$ cat src/verilog/wqo_regs.svh
`ifndef WQO_REGS_SVH
`define WQO_REGS_SVH

// ----------------------------------------------------------------
// Register offsets within one queue's configuration entry
// ----------------------------------------------------------------
`define WQO_OFF_HANDLE     8'h10
`define WQO_OFF_INT_CTRL   8'h14
`define WQO_OFF_STATE_OCC  8'h18
`define WQO_OFF_RSVD       8'h1C
`define WQO_OFF_OPMASK     8'h20
`define WQO_OPMASK_WORDS   8

// ----------------------------------------------------------------
// Field positions
// ----------------------------------------------------------------
`define WQO_BIT_TABLE_SEL  16
`define WQO_BIT_INT_EN     16
`define WQO_BIT_INT_GEN    16
`define WQO_BIT_MODE_SUP   29
`define WQO_STATE_HI       31
`define WQO_STATE_LO       30

// ----------------------------------------------------------------
// Reset values
// ----------------------------------------------------------------
`define WQO_RST_LIMIT      16'h0000
`define WQO_RST_HANDLE     16'h0000
`define WQO_RST_OCC        16'h0000

`endif
$ cat src/verilog/wqo_pkg.sv
package wqo_pkg;

	// Two-bit queue state as software reads it
	typedef enum logic [1:0] {
		WQO_ST_DISABLED = 2'h0,
		WQO_ST_ENABLED  = 2'h1,
		WQO_ST_DRAINING = 2'h2
	} wqo_state_t;

	// Register access request
	typedef struct packed {
		logic        wr;
		logic        rd;
		logic [7:0]  addr;
		logic [31:0] wdata;
	} wqo_req_t;

	// Occupancy interrupt message toward the table logic
	typedef struct packed {
		logic        valid;
		logic        ims_sel;
		logic [15:0] handle;
	} wqo_irq_t;

endpackage : wqo_pkg

$ cat src/verilog/wqo_queue_cfg.sv
`timescale 1ns/1ps
`include "wqo_regs.svh"
// Overview of operation
// - Enable set and occupancy at or below limit raises an interrupt.
// - Raising the interrupt sets the interrupt-generated flag.
// - Setting enable with limit already >= occupancy interrupts at once.
// - Enable set while queue disabled holds delivery until queue enabled.
// - One write may set enable and load a new limit together.
// - Limit is read-only while enable is 1, except in the enabling write.
// - No interrupt support makes enable and limit reserved.
// - Disabled state refuses descriptors: queued writes retry, others ignored.
// - Enabled state accepts submitted descriptors with an allowed opcode and processes them.
// - Commands in progress report state 10, refuse and drain; 11 unused.
// - Writing 1 clears the flag; no new interrupt until it is clear.
// - Read-only count of entries, tracking submissions and dispatches.
// - Without occupancy support the count reads as zero.
// - 256-bit mask allows an operation code when its bit is 1.
// - Mask bits of undefined operation codes are unused and read zero.
// - Mode-support bit flags read-only fields when configuration unsupported.
// - Interrupt goes through the table entry named by the 16-bit handle.
// - Table-select bit: 0 standard table, 1 interrupt message store.
module wqo_queue_cfg
	import wqo_pkg::*;
#(
	parameter logic [255:0] DEFINED_OPS = {256{1'b1}}
) (
	// Clock and reset
	input  wire logic        clk,
	input  wire logic        rst_n,
	// Register access
	input  wire wqo_req_t    req,
	output logic [31:0]      rdata,
	output logic             rvalid,
	// Capabilities
	input  wire logic        cap_occ_int,
	input  wire logic        cap_occ,
	input  wire logic        cap_config,
	input  wire logic        mode_support,
	// Queue control commands
	input  wire logic        cmd_enable,
	input  wire logic        cmd_drain,
	// Descriptor path
	input  wire logic        submit,
	input  wire logic        submit_queued,
	input  wire logic [7:0]  submit_opcode,
	input  wire logic        dispatch,
	output logic             accept,
	output logic             retry,
	output logic             op_refused,
	// Queue status and interrupt
	output wqo_state_t       state,
	output wqo_irq_t         irq
);

	// ----------------------------------------------------------------
	// Storage
	// ----------------------------------------------------------------
	wqo_state_t   state_reg,   state_next;
	logic         en_reg,      en_next;
	logic [15:0]  limit_reg,   limit_next;
	logic         gen_reg,     gen_next;
	logic         sel_reg,     sel_next;
	logic [15:0]  handle_reg,  handle_next;
	logic [15:0]  occ_reg,     occ_next;
	logic [31:0]  mask_reg [0:7];
	logic [31:0]  mask_next [0:7];
	logic [31:0]  rdata_reg,   rdata_next;
	logic         rvalid_reg,  rvalid_next;
	logic         accept_reg,  accept_next;
	logic         retry_reg,   retry_next;
	logic         refused_reg, refused_next;
	wqo_irq_t     irq_reg,     irq_next;

	// Word select helper, used by read and write decode
	function automatic logic hit(input logic [7:0] a, input logic [7:0] off);
		hit = (a == off);
	endfunction : hit

	// Index of a mask word for an address, valid only within the mask window
	function automatic logic [2:0] mask_idx(input logic [7:0] a);
		logic [7:0] d;
		d = a - `WQO_OFF_OPMASK;
		mask_idx = d[4:2];
	endfunction : mask_idx

	logic in_mask;
	logic mask_bit;
	logic can_fire;
	logic [15:0] occ_calc;
	logic do_acc;

	// ----------------------------------------------------------------
	// Queue state
	// ----------------------------------------------------------------
	// Draining waits for the last entry to leave, so software never sees
	// a disabled queue that still holds work
	always_comb begin
		state_next = state_reg;
		case (state_reg)
			WQO_ST_DISABLED: begin
				if (cmd_enable)
					state_next = WQO_ST_ENABLED;
			end
			WQO_ST_ENABLED: begin
				if (cmd_drain)
					state_next = WQO_ST_DRAINING;
			end
			WQO_ST_DRAINING: begin
				if (occ_reg == 16'h0000)
					state_next = WQO_ST_DISABLED;
			end
			// Code 11 is never entered; a stray value falls back to disabled
			default: state_next = WQO_ST_DISABLED;
		endcase
	end

	// Queue state register
	always_ff @(posedge clk or negedge rst_n) begin
		if (!rst_n) begin
			state_reg <= WQO_ST_DISABLED;
		end else begin
			state_reg <= state_next;
		end
	end

	// ----------------------------------------------------------------
	// Descriptor path and occupancy
	// ----------------------------------------------------------------
	// Only an enabled queue takes work, and only for allowed operation codes
	always_comb begin
		retry_next   = 1'b0;
		refused_next = 1'b0;
		do_acc       = 1'b0;
		mask_bit     = mask_reg[submit_opcode[7:5]][submit_opcode[4:0]];
		// A queued writer is told to retry; a plain write to a closed queue is dropped
		if (submit) begin
			if (state_reg == WQO_ST_ENABLED) begin
				if (mask_bit)
					do_acc = 1'b1;
				else
					refused_next = 1'b1;
			end else if (submit_queued) begin
				retry_next = 1'b1;
			end
		end
		accept_next = do_acc;
		// Accept and dispatch together cancel unless the queue is empty; an empty queue never wraps below zero
		occ_calc = occ_reg;
		if (do_acc && !(dispatch && occ_reg != 16'h0000))
			occ_calc = occ_reg + 16'h0001;
		else if (!do_acc && dispatch && occ_reg != 16'h0000)
			occ_calc = occ_reg - 16'h0001;
		occ_next = occ_calc;
	end

	// Occupancy count and descriptor answers
	always_ff @(posedge clk or negedge rst_n) begin
		if (!rst_n) begin
			occ_reg     <= `WQO_RST_OCC;
			accept_reg  <= 1'b0;
			retry_reg   <= 1'b0;
			refused_reg <= 1'b0;
		end else begin
			occ_reg     <= occ_next;
			accept_reg  <= accept_next;
			retry_reg   <= retry_next;
			refused_reg <= refused_next;
		end
	end

	// ----------------------------------------------------------------
	// Configuration writes
	// ----------------------------------------------------------------
	// The limit moves only while enable was clear before the write, which
	// also lets one write load the limit and set enable together
	always_comb begin
		en_next     = en_reg;
		limit_next  = limit_reg;
		sel_next    = sel_reg;
		handle_next = handle_reg;
		for (int i = 0; i < `WQO_OPMASK_WORDS; i++) begin
			mask_next[i] = mask_reg[i];
		end
		in_mask = (req.addr >= `WQO_OFF_OPMASK) && (req.addr < 8'h40);
		if (req.wr) begin
			// Handle and table select are locked once the queue leaves disabled
			if (hit(req.addr, `WQO_OFF_HANDLE) && state_reg == WQO_ST_DISABLED) begin
				handle_next = req.wdata[15:0];
				sel_next    = cap_occ_int & req.wdata[`WQO_BIT_TABLE_SEL];
			end
			if (hit(req.addr, `WQO_OFF_INT_CTRL) && cap_occ_int) begin
				en_next = req.wdata[`WQO_BIT_INT_EN];
				if (!en_reg)
					limit_next = req.wdata[15:0];
			end
			// Mask words change only while the queue cannot be taking work
			if (in_mask && state_reg == WQO_ST_DISABLED) begin
				for (int i = 0; i < `WQO_OPMASK_WORDS; i++) begin
					if (mask_idx(req.addr) == i[2:0])
						mask_next[i] = req.wdata & DEFINED_OPS[i*32 +: 32];
				end
			end
		end
	end

	// Configuration registers
	always_ff @(posedge clk or negedge rst_n) begin
		if (!rst_n) begin
			en_reg     <= 1'b0;
			limit_reg  <= `WQO_RST_LIMIT;
			sel_reg    <= 1'b0;
			handle_reg <= `WQO_RST_HANDLE;
			for (int i = 0; i < `WQO_OPMASK_WORDS; i++) begin
				mask_reg[i] <= 32'h0000_0000;
			end
		end else begin
			en_reg     <= en_next;
			limit_reg  <= limit_next;
			sel_reg    <= sel_next;
			handle_reg <= handle_next;
			for (int i = 0; i < `WQO_OPMASK_WORDS; i++) begin
				mask_reg[i] <= mask_next[i];
			end
		end
	end

	// ----------------------------------------------------------------
	// Occupancy interrupt
	// ----------------------------------------------------------------
	// Fire from the new occupancy, enable and limit, so an enabling write with
	// the limit already reached fires at once; a disabled queue holds off.
	// A clear meeting a due interrupt: the old flag still blocks, it fires next cycle
	always_comb begin
		gen_next = gen_reg;
		irq_next = '0;
		if (req.wr && hit(req.addr, `WQO_OFF_STATE_OCC) && req.wdata[`WQO_BIT_INT_GEN])
			gen_next = 1'b0;
		can_fire = en_next && (occ_calc <= limit_next) && !gen_reg
			&& (state_reg == WQO_ST_ENABLED) && cap_occ_int;
		if (can_fire) begin
			gen_next         = 1'b1;
			irq_next.valid   = 1'b1;
			irq_next.ims_sel = sel_reg;
			irq_next.handle  = handle_reg;
		end
	end

	// Interrupt-generated flag and interrupt message
	always_ff @(posedge clk or negedge rst_n) begin
		if (!rst_n) begin
			gen_reg <= 1'b0;
			irq_reg <= '0;
		end else begin
			gen_reg <= gen_next;
			irq_reg <= irq_next;
		end
	end

	// ----------------------------------------------------------------
	// Register reads
	// ----------------------------------------------------------------
	// Unmapped and reserved words read zero, and data is zero outside rvalid
	always_comb begin
		rdata_next  = 32'h0000_0000;
		rvalid_next = req.rd;
		if (req.rd) begin
			if (hit(req.addr, `WQO_OFF_HANDLE) && cap_occ_int)
				rdata_next = {15'h0000, sel_reg, handle_reg};
			else if (hit(req.addr, `WQO_OFF_INT_CTRL) && cap_occ_int)
				rdata_next = {15'h0000, en_reg, limit_reg};
			else if (hit(req.addr, `WQO_OFF_STATE_OCC)) begin
				rdata_next[`WQO_STATE_HI:`WQO_STATE_LO] = state_reg;
				rdata_next[`WQO_BIT_MODE_SUP] = !cap_config && mode_support;
				rdata_next[`WQO_BIT_INT_GEN]  = gen_reg;
				rdata_next[15:0] = cap_occ ? occ_reg : 16'h0000;
			end else if (in_mask)
				// Mask bits of undefined operation codes always read zero
				rdata_next = mask_reg[mask_idx(req.addr)] & DEFINED_OPS[mask_idx(req.addr)*32 +: 32];
		end
	end

	// Read data and its valid pulse
	always_ff @(posedge clk or negedge rst_n) begin
		if (!rst_n) begin
			rdata_reg  <= 32'h0000_0000;
			rvalid_reg <= 1'b0;
		end else begin
			rdata_reg  <= rdata_next;
			rvalid_reg <= rvalid_next;
		end
	end

	// Outputs straight from flops
	assign rdata      = rdata_reg;
	assign rvalid     = rvalid_reg;
	assign accept     = accept_reg;
	assign retry      = retry_reg;
	assign op_refused = refused_reg;
	assign state      = state_reg;
	assign irq        = irq_reg;

endmodule : wqo_queue_cfg

$ cat config.mk
export PLATFORM = sky130hd
export DESIGN_NAME = wqo_queue_cfg
export DESIGN_NICKNAME = d
export VERILOG_FILES = /design/src/verilog/wqo_pkg.sv /design/src/verilog/wqo_queue_cfg.sv
export VERILOG_INCLUDE_DIRS = /design/src /design/src/verilog
export SDC_FILE = /design/constraint.sdc
export NUM_CORES = 1
export LEC_CHECK = 0
export BUFFER_PORTS_ARGS = -buffer_cell sky130_fd_sc_hd__buf_4
export CAP_MARGIN = 20
export CELL_PAD_IN_SITES_DETAIL_PLACEMENT = 1
export CELL_PAD_IN_SITES_GLOBAL_PLACEMENT = 1
export CORE_ASPECT_RATIO = 0.8
export CORE_MARGIN = 8
export CORE_UTILIZATION = 55
export CTS_CLUSTER_SIZE = 40
export DETAILED_ROUTE_END_ITERATION = 8
export PLACE_DENSITY = 0.85
export SYNTH_ARGS = -nofsm -noshare
export SYNTH_HDL_FRONTEND = slang
export SYNTH_SLANG_ARGS = --single-unit
$ cat constraint.sdc
create_clock -name clk -period 10.5 [get_ports clk]
set_clock_uncertainty 0.2 [all_clocks]
set_input_delay 3.15 -clock clk [delete_from_list [all_inputs] [get_ports clk]]
set_output_delay 3.15 -clock clk [all_outputs]
set_load 0.02 [all_outputs]
# Word level (Yosys, flattened, before mapping)
# Index checks and enable logic that the tools add are counted.
[totals] in_bits=61 wordCells=126 reg_bits=363 out_inout_bits=56
[classes] magnitude_cmp=6 add_sub_neg=3 mux=39 eq_ne=15 n_reduce_logical=35 n_bitwise=4 n_shift=1
[ops] cell="32-bit 2-to-1 mux" count=8
[ops] cell="256-bit by 9-bit indexed part select with 32-bit output (first input constant)" count=1
[ops] cell="32-bit binary-select mux with 3-bit select" count=2
[ops] cell="16-bit 2-to-1 mux" count=6
[ops] cell="32-bit bitwise AND" count=1
[ops] cell="3-bit AND reduction" count=9
[ops] cell="8-bit by 5-bit equality test with 1-bit output (second input constant)" count=3
[ops] cell="18-bit 2-to-1 mux" count=1
[ops] cell="17-bit 2-to-1 mux" count=1
[ops] cell="16-bit by 1-bit adder with 16-bit output (second input constant)" count=1
[ops] cell="16-bit less-or-equal comparator" count=1
[ops] cell="1-bit logical AND" count=16
[ops] cell="16-bit zero test" count=1
[ops] cell="16-bit nonzero test" count=1
[ops] cell="16-bit by 1-bit subtractor with 16-bit output (second input constant)" count=1
[ops] cell="1-bit 2-to-1 mux" count=14
[ops] cell="3-bit equality test (second input constant)" count=4
[ops] cell="12-bit 2-to-1 mux" count=1
[ops] cell="4-bit >= comparator (second input constant)" count=2
[ops] cell="8-bit by 6-bit >= comparator with 1-bit output (second input constant)" count=1
[ops] cell="8-bit by 7-bit less-than comparator with 1-bit output (second input constant)" count=1
[ops] cell="3-bit NOT with 4-bit output" count=2
[ops] cell="3-bit by 2-bit equality test with 1-bit output (second input constant)" count=2
[ops] cell="5-bit by 6-bit less-than comparator with 1-bit output (second input constant)" count=1
[ops] cell="15 further kinds" count=22

# Logic depth before layout (Yosys ltp)
[depth] ltp_word=20 ltp_mapped=23 mapped_depth_nobuf=18

# Worst setup path before layout
# No wires, ideal clock.
[synth_path] path_kind="input to register" start="input port submit_opcode[5]" end="register irq_reg, in the netlist irq[10]" setup_slack_ns=2.852 t_arrival_ns=7.360 t_required_ns=10.212 cell_stages=21 n_path_buf=4 cell_sequence="buf_2 > buf_6 > buf_6 > mux4_2 > a21oi_1 > nand4_1 > or4_4 > nand3_2 > inv_2 > maj3_1 > mux2i_1 > ha_1 > nor2b_1 > o21a_1 > o21a_1 > o21a_1 > o21a_1 > o211ai_1 > a31oi_1 > clkbuf_1 > nor3b_1"
[synth_rtl] item="start: declaration" line_no="wqo_queue_cfg.sv:45" source="input wire logic [7:0] submit_opcode,"
[synth_rtl] item="end signal: assignment" line_no="wqo_queue_cfg.sv:255" source="irq_reg <= irq_next;"
[synth_rtl] item="end: declaration" line_no="wqo_queue_cfg.sv:72" source="wqo_irq_t irq_reg, irq_next;"

==> run metrics <==
sequence of cells on the critical path buf_4 > buf_4 > mux4_2 > mux2_2 > a211o_1 > a211oi_1 > a211oi_1 > nand3_2 > inv_2 > maj3_1 > mux2i_1 > ha_1 > nor2b_1 > o21a_1 > o21a_1 > o21a_1 > o21a_1 > o211ai_1 > a31oi_2 > buf_6 > nor3b_1; Clock Latency Late Sink between 0.5 and 0.6 ns; outcome complete, no violations; fraction of the yosys area taken by sequential cells 48.6%; CP delay by family, top compound AO/OA/AOI/OAI gates; most common library cell in the layout ignoring fill and taps dfrtp_1; clock tree from TritonCTS yes; library cell appearing most often on the critical path o21a_1; largest family of logic cells by synthesized area multiplexers; remaining global-route overflow 0; GRT Total Usage 28.9%; number of instances in the placed design 1798; post-route non-filler standard cell count 1868; area fraction in compound gates after synthesis about 4%; source of the worst hold timing path gen_reg; type of the worst min-delay path reg2reg; worst hold path endpoint gen_reg; initial standard-cell utilization of the core between 50% and 60%; worst-path cell with the longest stage delay buf_4; hold path depth 2; number of standard-cell rows in the floorplan 60; Avg Synthesized Cell Area ~14 µm²; actual slew at the worst max-slew pin roughly 1.1 ns; wire length of the first global-routing pass 90.5 mm; vias in the first global route 14300; Max Freq 112 MHz; number of inserted filler cells in the final layout 3093; CP max FO 53; post-synthesis share of cell area spent on and, or, nand and nor gates 6.61%; Mapped Nets 1417; drt first-iter violations approximately 1200; clock sinks 363; power density normalized to cell area 194 nW/µm²; ports placed on the boundary between 100 and 150; ratio of cells with drive above 1 in the final layout a little over two fifths; element type at the critical path end flop; kind of start point of the critical path input port; leakage power figure 0.00993 µW; CP Class in2reg; die area 40200 µm²; Final Max Tran Viols 0; arrival time at the worst endpoint 9.11 ns; Synth cell types 60; TritonRoute pass-1 iters 9; routed vias/inst ~6.9; number of flip-flops and latches in the synthesized netlist around 360; most frequently used flop master after synthesis dfrtp_1; clock period minus final worst setup slack 8.90 ns; worst hold-check slack about 0.32 ns; die span in x 222 µm; maximum number of buffers from clock root to sink 3; CTS Root Cell clkbuf_16; number of antenna violations at the first check in global routing 1; Largest register FFs between 200 and 300; post-cts sizing count 0; synthesis warning total 0; relative slew slack 24.7%; area of the core region 33600 µm²; Largest stage delay, worst path 0.70 ns; port bufs 116; critical register-to-register path startpoint mask_reg[33]; multiplexer fraction of the synthesized cell area 35.6%; final hold violations 0; average wire length per cell after detail routing 31.1 µm; Worst Reg-to-Reg Cells 19; post-CTS clock slew at the launch and capture registers of the worst setup and hold paths about 0.060 ns; count of nets left with antenna violations after detail routing 0; die extent in y 181 µm; combined buffer and inverter count along the critical path 4; TritonCTS buffer count 38; GPL Wtd Cong just over 0.9; Maximum Capacitance Violations 0; Synth Cell Area 18700 µm²; final worst-path cycle share 84.8%; final setup TNS 0 ns; worst supply voltage drop on vdd 0.123 mV; total inserted antenna cells 0; largest net degree at the start of global routing 126; DRC errors left 0; endpoint of the lowest-slack register-to-register path irq[1]; share of synthesized registers carrying an async set or reset 100%; register-to-register setup slack 4.70 ns; EDFF count, synth 0; layout overhead on the synthesized area 13.8%; nets@finish 1485; Vias 12800; commonest cells after routing, fill and taps aside dfrtp_1 (363), mux2_2 (286), buf_4 (130); Setup Buffers After CTS 0; CP Data Required Time 10.71 ns; number of hold buffers added after cts 0; synthesized-area fraction occupied by adder cells 1.31%; XOR/XNOR share of the synthesized area 0.609%; Finish-stage setup viols 0; post-synthesis cell count around 1300; half-perimeter wire length after detailed placement approximately 36 mm; setup repair after global routing missed its margin no; total number of H-tree levels 2; final wirelength around 58 mm
[cell usage after synthesis, types with 3 or more instances]
cell type  number  share of area [%]
a211oi_1        8               0.32
a21boi_0        8               0.32
a21o_1          5               0.20
a21oi_1        12               0.32
a222oi_1        8               0.43
a22oi_1        25                1.0
a31oi_1         6               0.20
and2_1         14               0.47
and3_1          8               0.27
buf_1          25               0.50
buf_2           8               0.21
buf_4           5               0.20
buf_6           5               0.30
clkbuf_1       52                1.0
clkbuf_2       10               0.27
dfrtp_1       363                 49
ha_1           18                1.2
inv_1          31               0.62
mux2_2        286                 17
mux2i_1        66                3.5
mux4_2        123                 15
nand2_1        50                1.0
nand2b_1        5               0.17
nand3_1        15               0.40
nand3b_1        3               0.12
nand4_1        14               0.47
nor2_1         46               0.92
nor2b_1        11               0.37
nor3_1         14               0.38
nor3b_1        20               0.80
nor4_1          7               0.23
o2111ai_1       3               0.14
o211ai_1        9               0.36
o21a_1          5               0.20
o21ai_0         8               0.21
or3_1           3               0.10
xnor2_1         8               0.38
xor2_1          5               0.23
[power breakdown]
group	total (µW)	internal (µW)	switching (µW)
logic	788	390	398
registers	1780	1580	199
clock network	1560	978	584
[layout make-up]
cell class | instances | area [µm²] | share of cell area, %
Multi-Input combinational cell | 838 | 9050 | 42.6
Tap cell | 434 | 543 | 2.55
Clock inverter | 16 | 314 | 1.48
Timing Repair Buffer | 133 | 1020 | 4.78
Sequential cell | 363 | 9080 | 42.7
Inverter | 32 | 120 | 0.565
Clock buffer | 52 | 1130 | 5.34
[per-layer routing]
metal	vias up	part of all wire (%)	track usage (%)
met5	-	0.022	0
met4	2	4.0	11.3
met3	167	6.9	5.45
met2	595	49	47.4
met1	6852	40	38.1
li1	5189	-	-
[worst max path at each step]
stage	start	end	slack, ns	cells past startpoint
floorplan	submit_opcode[5]	irq[10]	2.85	21
CTS	submit_opcode[7]	irq[15]	1.66	20
detailed placement	submit_opcode[7]	irq[11]	1.09	20
global route	submit_opcode[7]	irq[5]	1.41	21
global placement	submit_opcode[7]	irq[1]	1.50	20
finish	submit_opcode[7]	irq[1]	1.60	21
[per-stage QoR]
stage / setup slack, ns / power, µW / area [µm²] / util, %
4_1_cts: 1.66 / 4120 / 21200 / 63.3
6_report: 1.60 / 4130 / 21300 / 63.4
2_1_floorplan: 2.85 / 2250 / 18700 / -
5_1_grt: 1.41 / 4260 / 21300 / 63.4
3_5_place_dp: 1.09 / 2540 / 19800 / 59.0
3_3_place_gp: 1.50 / 2480 / 19800 / 59.0
[cell families after synthesis]
| family | after synthesis |
|---|---|
| muxes | 475 |
| DFF | 363 |
| and+or+nand+nor | 226 |
| buffers and inverters | 137 |
| AOI/OAI and AO/OA | 104 |
| adders and majority gates | 20 |
| xor gates and xnor gates | 13 |
[worst register-to-register path, delay by kind of cell, from the launching register on]
family / cells / cell delay [ns]
compound gates: 8 / 1.90
flops: 1 / 0.40
simple gates: 4 / 0.96
buf+inv: 2 / 0.46
fa+ha+maj: 2 / 0.66
mux: 3 / 1.10
(Power assumes the default switching activity.)
